**config.mk**
```make
export PLATFORM = sky130hd
export DESIGN_NAME = supply_status_reporting
export DESIGN_NICKNAME = d
export VERILOG_FILES = /design/src/hw/status_pkg.sv /design/src/hw/supply_status_reporting.sv /design/src/hw/level_sync.sv
export SDC_FILE = /design/constraint.sdc
export NUM_CORES = 1
export LEC_CHECK = 0
export ABC_CLOCK_PERIOD_IN_PS = 3100
export BUFFER_PORTS_ARGS = -buffer_cell sky130_fd_sc_hd__buf_2
export CORE_MARGIN = 2
export CORE_UTILIZATION = 35
export DETAILED_ROUTE_END_ITERATION = 10
export GPL_TIMING_DRIVEN = 0
export PLACE_DENSITY = 0.55
export SLEW_MARGIN = 20
export SYNTH_ARGS = -nofsm -noshare
export SYNTH_HDL_FRONTEND = slang
export SYNTH_SLANG_ARGS = --single-unit
```
**constraint.sdc**
```tcl
create_clock -name clk_sys_i -period 3.1 [get_ports clk_sys_i]
set_clock_uncertainty 0.2 [all_clocks]
set_input_delay 0 -clock clk_sys_i [delete_from_list [all_inputs] [get_ports clk_sys_i]]
set_output_delay 0 -clock clk_sys_i [all_outputs]
set_load 0.01 [all_outputs]
```
**src/hw/status_pkg.sv**
```systemverilog
package status_pkg;

    localparam int unsigned REG_WIDTH = 16;

    // Operation register bit positions.
    localparam int unsigned OPER_CAL_BIT = 0;
    localparam int unsigned OPER_TRIG_WAIT_BIT = 5;
    localparam int unsigned OPER_CVR_BIT = 8;
    localparam int unsigned OPER_CCR_BIT = 10;

    // Questionable register bit positions.
    localparam int unsigned QUES_OVT_BIT = 0;
    localparam int unsigned QUES_OCT_BIT = 1;

    // Implemented-bit masks; every other bit reads zero.
    localparam logic [15:0] OPER_IMPL_MASK = 16'h0521;
    localparam logic [15:0] QUES_IMPL_MASK = 16'h0003;

    // Reset values of conditions, events, masks and answers.
    localparam logic [15:0] REG_RESET_VALUE = 16'h0000;

    // Status byte bit positions of the two summary bits.
    localparam int unsigned STB_OPER_SUMMARY_BIT = 7;
    localparam int unsigned STB_QUES_SUMMARY_BIT = 3;

    // Answer to an error queue query with nothing pending.
    localparam logic [15:0] ERR_NONE_CODE = 16'h0000;

    // Number of live condition inputs that pass the synchroniser.
    localparam int unsigned LIVE_COUNT = 6;

    typedef enum logic [3:0] {
        CMD_OPER_COND_QUERY,
        CMD_OPER_ENABLE_WRITE,
        CMD_OPER_ENABLE_QUERY,
        CMD_OPER_EVENT_QUERY,
        CMD_STATUS_PRESET,
        CMD_QUES_COND_QUERY,
        CMD_QUES_ENABLE_WRITE,
        CMD_QUES_ENABLE_QUERY,
        CMD_QUES_EVENT_QUERY,
        CMD_OVERVOLTAGE_CLEAR,
        CMD_OVERCURRENT_CLEAR,
        CMD_ERROR_QUERY
    } status_cmd_e;

endpackage : status_pkg

```
**src/hw/supply_status_reporting.sv**
```systemverilog
// Overview of operation
// - Operation condition shows live flags, unlatched.
// - Operation registers read 0..1313, unused bits zero.
// - Calibrating flag at bit 0, weight 1.
// - Awaiting trigger flag at weight 32.
// - Voltage regulation flag at bit 8.
// - Current regulation flag at bit 10.
// - Operation enable write sets summary mask.
// - Operation summary is OR of enabled events.
// - Operation enable query returns last mask.
// - Operation events latch until read.
// - Operation event read returns then clears.
// - Preset zeroes both condition registers.
// - Questionable enable write reads back bits 0 and 1 of the value, others zero.
// - Overcurrent trip latches event weight 2.
// - Overcurrent flag holds until clear command or preset.
// - Error query answers code zero.
// - Overvoltage bit 0, overcurrent bit 1.
// - Questionable summary is OR of enabled events.
`timescale 1ns/100ps
`default_nettype none

module supply_status_reporting (
    input wire logic clk_sys_i,
    input wire logic rst_n_i,
    input wire logic cmd_valid_i,
    input wire status_pkg::status_cmd_e cmd_code_i,
    input wire logic [status_pkg::REG_WIDTH-1:0] cmd_data_i,
    input wire logic calibrating_i,
    input wire logic awaiting_trigger_i,
    input wire logic voltage_regulation_i,
    input wire logic current_regulation_i,
    input wire logic overvoltage_trip_i,
    input wire logic overcurrent_trip_i,
    output logic resp_valid_o,
    output logic [status_pkg::REG_WIDTH-1:0] resp_data_o,
    output logic oper_summary_o,
    output logic ques_summary_o,
    output logic [7:0] status_byte_o
);

    import status_pkg::*;

    logic [LIVE_COUNT-1:0] live_raw;
    logic [LIVE_COUNT-1:0] live_level;

    assign live_raw = {overcurrent_trip_i, overvoltage_trip_i, current_regulation_i,
                       voltage_regulation_i, awaiting_trigger_i, calibrating_i};

    level_sync #(
        .WIDTH(LIVE_COUNT)
    ) u_live_sync (
        .clk_sys_i(clk_sys_i),
        .rst_n_i(rst_n_i),
        .async_i(live_raw),
        .level_o(live_level)
    );

    logic calibrating_flag;
    logic awaiting_trigger_flag;
    logic voltage_regulation_flag;
    logic current_regulation_flag;
    logic overvoltage_trip_flag;
    logic overcurrent_trip_flag;

    assign calibrating_flag = live_level[0];
    assign awaiting_trigger_flag = live_level[1];
    assign voltage_regulation_flag = live_level[2];
    assign current_regulation_flag = live_level[3];
    assign overvoltage_trip_flag = live_level[4];
    assign overcurrent_trip_flag = live_level[5];

    // The trip inputs only feed edge detection below; the questionable
    // condition is the trip latch, so a trip that drops still reads set.
    logic [REG_WIDTH-1:0] oper_live;
    logic [REG_WIDTH-1:0] ques_live;

    always_comb begin
        oper_live = REG_RESET_VALUE;
        oper_live[OPER_CAL_BIT] = calibrating_flag;
        oper_live[OPER_TRIG_WAIT_BIT] = awaiting_trigger_flag;
        oper_live[OPER_CVR_BIT] = voltage_regulation_flag;
        oper_live[OPER_CCR_BIT] = current_regulation_flag;
        ques_live = REG_RESET_VALUE;
        ques_live[QUES_OVT_BIT] = overvoltage_trip_flag;
        ques_live[QUES_OCT_BIT] = overcurrent_trip_flag;
    end

    // Command decode, one strobe per accepted command.
    // A held strobe is decoded afresh every cycle, so commands may run back to back.
    logic do_oper_cond_q;
    logic do_oper_enab_w;
    logic do_oper_enab_q;
    logic do_oper_event_q;
    logic do_preset;
    logic do_ques_cond_q;
    logic do_ques_enab_w;
    logic do_ques_enab_q;
    logic do_ques_event_q;
    logic do_overvolt_clear;
    logic do_overcurr_clear;
    logic do_err_q;

    always_comb begin
        do_oper_cond_q = 1'b0;
        do_oper_enab_w = 1'b0;
        do_oper_enab_q = 1'b0;
        do_oper_event_q = 1'b0;
        do_preset = 1'b0;
        do_ques_cond_q = 1'b0;
        do_ques_enab_w = 1'b0;
        do_ques_enab_q = 1'b0;
        do_ques_event_q = 1'b0;
        do_overvolt_clear = 1'b0;
        do_overcurr_clear = 1'b0;
        do_err_q = 1'b0;
        if (cmd_valid_i) begin
            unique case (cmd_code_i)
                CMD_OPER_COND_QUERY: do_oper_cond_q = 1'b1;
                CMD_OPER_ENABLE_WRITE: do_oper_enab_w = 1'b1;
                CMD_OPER_ENABLE_QUERY: do_oper_enab_q = 1'b1;
                CMD_OPER_EVENT_QUERY: do_oper_event_q = 1'b1;
                CMD_STATUS_PRESET: do_preset = 1'b1;
                CMD_QUES_COND_QUERY: do_ques_cond_q = 1'b1;
                CMD_QUES_ENABLE_WRITE: do_ques_enab_w = 1'b1;
                CMD_QUES_ENABLE_QUERY: do_ques_enab_q = 1'b1;
                CMD_QUES_EVENT_QUERY: do_ques_event_q = 1'b1;
                CMD_OVERVOLTAGE_CLEAR: do_overvolt_clear = 1'b1;
                CMD_OVERCURRENT_CLEAR: do_overcurr_clear = 1'b1;
                CMD_ERROR_QUERY: do_err_q = 1'b1;
                // Codes outside the set are ignored and get no answer.
                default: ;
            endcase
        end
    end

    logic [REG_WIDTH-1:0] oper_cond_reg;
    logic [REG_WIDTH-1:0] oper_cond_next;
    logic [REG_WIDTH-1:0] oper_enab_reg;
    logic [REG_WIDTH-1:0] oper_enab_next;
    logic [REG_WIDTH-1:0] oper_event_reg;
    logic [REG_WIDTH-1:0] oper_event_next;
    logic [REG_WIDTH-1:0] oper_prev_reg;
    logic [REG_WIDTH-1:0] ques_trip_reg;
    logic [REG_WIDTH-1:0] ques_trip_next;
    logic [REG_WIDTH-1:0] ques_enab_reg;
    logic [REG_WIDTH-1:0] ques_enab_next;
    logic [REG_WIDTH-1:0] ques_event_reg;
    logic [REG_WIDTH-1:0] ques_event_next;
    logic [REG_WIDTH-1:0] ques_prev_reg;
    logic [REG_WIDTH-1:0] oper_rise;
    logic [REG_WIDTH-1:0] ques_rise;
    logic [REG_WIDTH-1:0] ques_clear;
    logic oper_summary_reg;
    logic oper_summary_next;
    logic ques_summary_reg;
    logic ques_summary_next;

    // Events come from rising edges of the live inputs rather than of the
    // condition registers, so a preset does not fake events on release.
    always_comb begin
        oper_rise = oper_live & ~oper_prev_reg & OPER_IMPL_MASK;
        ques_rise = ques_live & ~ques_prev_reg & QUES_IMPL_MASK;
        ques_clear = REG_RESET_VALUE;
        ques_clear[QUES_OVT_BIT] = do_overvolt_clear;
        ques_clear[QUES_OCT_BIT] = do_overcurr_clear;

        // Preset blanks the live condition for one cycle only; with no latch
        // behind it the next edge shows the inputs again.
        oper_cond_next = oper_live & OPER_IMPL_MASK;
        if (do_preset) begin
            oper_cond_next = REG_RESET_VALUE;
        end

        // A trip holds until its clear command or a preset; a new trip in the same
        // cycle as the clear keeps the flag set.
        ques_trip_next = ((ques_trip_reg & ~ques_clear) | ques_rise) & QUES_IMPL_MASK;
        if (do_preset) begin
            ques_trip_next = ques_rise;
        end

        oper_enab_next = oper_enab_reg;
        if (do_oper_enab_w) begin
            oper_enab_next = cmd_data_i & OPER_IMPL_MASK;
        end
        ques_enab_next = ques_enab_reg;
        if (do_ques_enab_w) begin
            ques_enab_next = cmd_data_i & QUES_IMPL_MASK;
        end

        // Read clears, but an event arriving in the read cycle survives.
        oper_event_next = oper_event_reg;
        if (do_oper_event_q) begin
            oper_event_next = REG_RESET_VALUE;
        end
        oper_event_next = oper_event_next | oper_rise;
        ques_event_next = ques_event_reg;
        if (do_ques_event_q) begin
            ques_event_next = REG_RESET_VALUE;
        end
        ques_event_next = ques_event_next | ques_rise;

        // Summaries follow the next event and mask values, so they move on
        // the same edge as the registers they summarise.
        oper_summary_next = |(oper_event_next & oper_enab_next);
        ques_summary_next = |(ques_event_next & ques_enab_next);
    end

    always_ff @(posedge clk_sys_i) begin
        if (!rst_n_i) begin
            oper_cond_reg <= REG_RESET_VALUE;
            oper_enab_reg <= REG_RESET_VALUE;
            oper_event_reg <= REG_RESET_VALUE;
            oper_prev_reg <= REG_RESET_VALUE;
            ques_trip_reg <= REG_RESET_VALUE;
            ques_enab_reg <= REG_RESET_VALUE;
            ques_event_reg <= REG_RESET_VALUE;
            ques_prev_reg <= REG_RESET_VALUE;
            oper_summary_reg <= 1'b0;
            ques_summary_reg <= 1'b0;
        end else begin
            oper_cond_reg <= oper_cond_next;
            oper_enab_reg <= oper_enab_next;
            oper_event_reg <= oper_event_next;
            oper_prev_reg <= oper_live;
            ques_trip_reg <= ques_trip_next;
            ques_enab_reg <= ques_enab_next;
            ques_event_reg <= ques_event_next;
            ques_prev_reg <= ques_live;
            oper_summary_reg <= oper_summary_next;
            ques_summary_reg <= ques_summary_next;
        end
    end

    // Query answers: the value held at the query cycle, one cycle later.
    logic resp_valid_reg;
    logic resp_valid_next;
    logic [REG_WIDTH-1:0] resp_data_reg;
    logic [REG_WIDTH-1:0] resp_data_next;

    always_comb begin
        resp_valid_next = 1'b0;
        resp_data_next = resp_data_reg;
        if (do_oper_cond_q) begin
            resp_valid_next = 1'b1;
            resp_data_next = oper_cond_reg;
        end else if (do_oper_enab_q) begin
            resp_valid_next = 1'b1;
            resp_data_next = oper_enab_reg;
        end else if (do_oper_event_q) begin
            resp_valid_next = 1'b1;
            resp_data_next = oper_event_reg;
        end else if (do_ques_cond_q) begin
            resp_valid_next = 1'b1;
            resp_data_next = ques_trip_reg;
        end else if (do_ques_enab_q) begin
            resp_valid_next = 1'b1;
            resp_data_next = ques_enab_reg;
        end else if (do_ques_event_q) begin
            resp_valid_next = 1'b1;
            resp_data_next = ques_event_reg;
        end else if (do_err_q) begin
            resp_valid_next = 1'b1;
            resp_data_next = ERR_NONE_CODE;
        end
    end

    always_ff @(posedge clk_sys_i) begin
        if (!rst_n_i) begin
            resp_valid_reg <= 1'b0;
            resp_data_reg <= REG_RESET_VALUE;
        end else begin
            resp_valid_reg <= resp_valid_next;
            resp_data_reg <= resp_data_next;
        end
    end

    logic [7:0] status_byte_reg;
    logic [7:0] status_byte_next;

    // The status byte is registered from the same next values as the
    // summary flops, so its bits never lag the separate summary outputs.
    always_comb begin
        status_byte_next = 8'h00;
        status_byte_next[STB_OPER_SUMMARY_BIT] = oper_summary_next;
        status_byte_next[STB_QUES_SUMMARY_BIT] = ques_summary_next;
    end

    always_ff @(posedge clk_sys_i) begin
        if (!rst_n_i) begin
            status_byte_reg <= 8'h00;
        end else begin
            status_byte_reg <= status_byte_next;
        end
    end

    assign resp_valid_o = resp_valid_reg;
    assign resp_data_o = resp_data_reg;
    assign oper_summary_o = oper_summary_reg;
    assign ques_summary_o = ques_summary_reg;
    assign status_byte_o = status_byte_reg;

endmodule : supply_status_reporting

`default_nettype wire

```
**src/hw/level_sync.sv**
```systemverilog
`timescale 1ns/100ps
`default_nettype none

module level_sync #(
    parameter int unsigned WIDTH = 1
) (
    input wire logic clk_sys_i,
    input wire logic rst_n_i,
    input wire logic [WIDTH-1:0] async_i,
    output logic [WIDTH-1:0] level_o
);

    logic [WIDTH-1:0] stage1_reg;
    logic [WIDTH-1:0] stage2_reg;
    logic [WIDTH-1:0] stage3_reg;
    logic [WIDTH-1:0] level_reg;
    logic [WIDTH-1:0] level_next;

    // A change is accepted only when the second and third stages agree,
    // so a value caught mid-transition never reaches the block.
    always_comb begin
        level_next = level_reg;
        for (int i = 0; i < WIDTH; i++) begin
            if (stage2_reg[i] == stage3_reg[i]) begin
                level_next[i] = stage3_reg[i];
            end
        end
    end

    always_ff @(posedge clk_sys_i) begin
        if (!rst_n_i) begin
            stage1_reg <= '0;
            stage2_reg <= '0;
            stage3_reg <= '0;
            level_reg <= '0;
        end else begin
            stage1_reg <= async_i;
            stage2_reg <= stage1_reg;
            stage3_reg <= stage2_reg;
            level_reg <= level_next;
        end
    end

    assign level_o = level_reg;

endmodule : level_sync

`default_nettype wire

```
==> out/metrics.csv <==
stage,metric,value,unit
detailed_routing,drc,0,
worst_setup_path,r2r_slack,1320,ps
timing,setup_viol,0,
timing,min_period,2345,ps
cts,cts_tree,done,
cts,path_clk_slew,50,ps
global_route,grt_use_total,16.44,%
floorplan,core_area,12060,sq um
floorplan,io_pins,56,
detailed_routing,ant_nets,0,
worst_setup_path,path_cells,dlygate4sd3_1 -> buf_2 -> clkbuf_1 -> nand3b_1 -> nor3b_2 -> mux2i_1 -> dlygate4sd3_1 -> nor2_1,
logic_synthesis,synth.top_cell.area_share,55.08,%
detailed_routing,firstDrtPassIters,6,
worst_hold_path,hp-start,cmd_code_i[1],
detailed_routing,vias_per_cell,4.864,
place,gp_congestion,0.8558,
timing,rsz0062_at_grt,no,
detailed_routing,wl_per_cell,15.07,microns
pwr,power_density,655.5,nW/um^2
worst_setup_path,rr_worst_depth,5,
place,io_buffer_count,37,
layout,drive_gt1_share,18.76,%
cts,cts_hold_buf,16,
worst_setup_path,rr_endpoint,oper_summary_o,
cts,cts_setup_buffers,0,
worst_setup_path,r2r_start,oper_event_reg[9],
pwr,leakagePower,2.422,nW
floorplan,die_w,115.2,microns
worst_setup_path,crit_type,in2reg,
global_route,grt_pass1_vias,3188,
detailed_routing,dr.first_iter.drc_count,193,
global_route,grt_pass1_wl,16390,microns
layout,final_nets,533,
detailed_routing,vias,3332,
worst_setup_path,cp.arrival,2420,ps
layout,nFillCells,1146,
logic_synthesis,synth-seq-cells,119,
timing,drv_slew,0,
floorplan,initial_core_util,35.86,%
status,status,finished clean,
worst_setup_path,end_kind,flip-flop,
layout,area_growth,26.90,%
run,cap_violations,0,
timing,min_period_over_period,75.63,%
cts,root_buffer,clkbuf_16,
logic_synthesis,synthTopCellsByArea,"dfxtp_1 55%, and2_1 6.2%, and3_1 6.1%",
timing,slew_headroom,61.79,%
floorplan,die_h,115.2,microns
logic_synthesis,avgSynthCellArea,10.13,sq um
timing,finalHoldViolations,0,
logic_synthesis,yosys.area.top_type,dfxtp_1,
worst_setup_path,crit_path_frequent_cell,dlygate4sd3_1,
cts,cts.sinks,119,
worst_setup_path,path_max_fanout,10,
worst_setup_path,slowest_stage,dlygate4sd3_1,
cts,cts-resized-gates,0,
global_route,globalRoute.totalOverflow,0,
worst_setup_path,crit_required,3180,ps
worst_setup_path,endpoint,ques_enab_reg[1],
layout,postLayoutCoreUtil,45.51,%
cts,cts_inserted_buffers,17,
worst_setup_path,worstSetupStartpoint,cmd_valid_i,
cts,cts.htree.levels,4,
cts,cts_buffer_depth,2,
detailed_routing,routed_wirelength,10320,microns
logic_synthesis,yosysSeqAreaShare,55.08,%
global_route,antenna_found_initial,0,
cts,clock_latency,420,ps
worst_setup_path,crit_path_max_incr_delay,580,ps
timing,tightest_slew,573.2,ps
pwr,vdd_drop_max,0.4066,mV
floorplan,dieArea,13260,sq um
place,dpl.hpwl,7160,microns
worst_hold_path,hold_path.class,in2reg,
logic_synthesis,netlist_area,4325,sq um
timing,tns,0,ps
global_route,grt_max_degree,17,
layout,n_antenna_cell,0,
logic_synthesis,synth_cell_types,42,
logic_synthesis,yosysWarnings,0,
logic_synthesis,syn_inst,427,
worst_setup_path,start_kind,input pin,
timing,max_freq,426.5,MHz
floorplan,rows,40,
==> stage by stage <==
step                cell area (sq um)  hold slack (ps)  power, mW  setup slack [ps]  std cells
floorplan                        4344           -72.71      1.661              1510        432
global placement                 4740            5.786      1.704              1109        637
detailed placement               4740            9.907      1.706              1119        637
CTS                              5489            17.97      3.632             751.2        685
global route                     5489            37.03      3.727             617.1        685
finish                           5489            26.41      3.598             755.4        685
==> cell type report <==
cell class	count	area (sq um)	area share [%]
clock buffer	24	521.8	9.505
multi-input combinational	277	1777	32.37
inverter	1	3.754	0.06838
clock inverter	8	67.56	1.231
timing repair buffer	53	345.3	6.291
tap	168	210.2	3.830
sequential	119	2382	43.40
buffer	35	181.4	3.305
==> power breakdown <==
group          internal (mW)  switching, mW  total (mW)
clock                   1.24          0.669        1.91
combinational         0.0569         0.0827       0.140
sequential              1.54        0.00471        1.55
total                   2.84          0.756        3.60
==> worst min path at each step <==
stage | depth (start not counted) | to
finish | 4 | ques_event_reg[4]
CTS | 4 | oper_summary_o
floorplan | 1 | u_live_sync.stage1_reg[0]
global placement | 2 | u_live_sync.stage1_reg[5]
global route | 4 | oper_summary_o
detailed placement | 2 | u_live_sync.stage1_reg[5]
==> worst max-delay path: cells and delay by family <==
family	cells	cell delay (ps)
mux	1	270
buf+inv	4	1530
simple gates	3	620
==> routing by layer <==
metal | vias up | share of wire, % | wire (microns) | global-route usage (%)
met5 | - | 0 | 0 | 0
met4 | 0 | 1.9 | 191 | 6.586
met3 | 13 | 3.9 | 399 | 5.271
met2 | 74 | 48 | 4974 | 26.78
met1 | 1579 | 46 | 4755 | 20.24
li1 | 1666 | - | - | -
==> layout by cell type (no fill, tap or decap), types with 2 or more instances in the layout <==
cell type,instances
a21boi_0,2
a21oi_1,21
a221oi_1,4
a222oi_1,3
a22o_1,19
a22oi_1,27
and2_1,43
and3_1,42
buf_2,44
buf_4,11
clkbuf_1,16
clkbuf_16,17
clkbuf_8,7
clkinv_2,6
conb_1,6
dfxtp_1,119
dlygate4sd3_1,16
mux2_2,4
mux2i_1,9
nand2_1,27
nand2b_1,6
nand3_1,4
nand3b_1,2
nor2_1,19
nor2b_1,10
o21ai_0,10
o22ai_1,2
==> synth_stat cells <==
| library cell | instances |
|---|---|
| nand3b_1 | 2 |
| xnor2_1 | 1 |
| mux2_2 | 4 |
| a22oi_1 | 27 |
| nor3b_2 | 1 |
| and3_1 | 42 |
| buf_4 | 11 |
| and3b_1 | 1 |
| a22o_1 | 19 |
| a221oi_1 | 4 |
| clkinv_1 | 1 |
| o31a_1 | 1 |
| dfxtp_1 | 119 |
| nand3_2 | 1 |
| a222oi_1 | 3 |
| a21boi_0 | 2 |
| o22a_1 | 1 |
| o21ai_0 | 10 |
| buf_1 | 1 |
| nor3_1 | 1 |
| nor3b_1 | 1 |
| a31oi_1 | 1 |
| o22ai_1 | 2 |
| nand2b_1 | 6 |
| nand2_1 | 27 |
| buf_2 | 7 |
| nor2_1 | 19 |
| nand2_2 | 1 |
| nand3_1 | 4 |
| a21oi_1 | 21 |
| o221ai_1 | 1 |
| o41a_1 | 1 |
| nor3b_4 | 1 |
| o311ai_0 | 1 |
| and2_1 | 43 |
| clkbuf_1 | 16 |
| nor2b_1 | 10 |
| o2111a_1 | 1 |
| mux2i_1 | 9 |
| nor2_2 | 1 |
| conb_1 | 1 |
| o2111ai_2 | 1 |
==> cells by family (layout without fill, tap and decap cells) <==
logic type | count (synthesis) | after routing | synth area share, %
DFF | 119 | 119 | 55.08
xor gates and xnor gates | 1 | 1 | 0.2025
muxes | 13 | 13 | 3.124
buffers and inverters | 36 | 121 | 4.281
and+or+nand+nor | 161 | 161 | 21.15
AOI/OAI and AO/OA | 96 | 96 | 16.08
other | 1 | 6 | 0.08670
No activity file was read; power rests on OpenSTA's default activity.
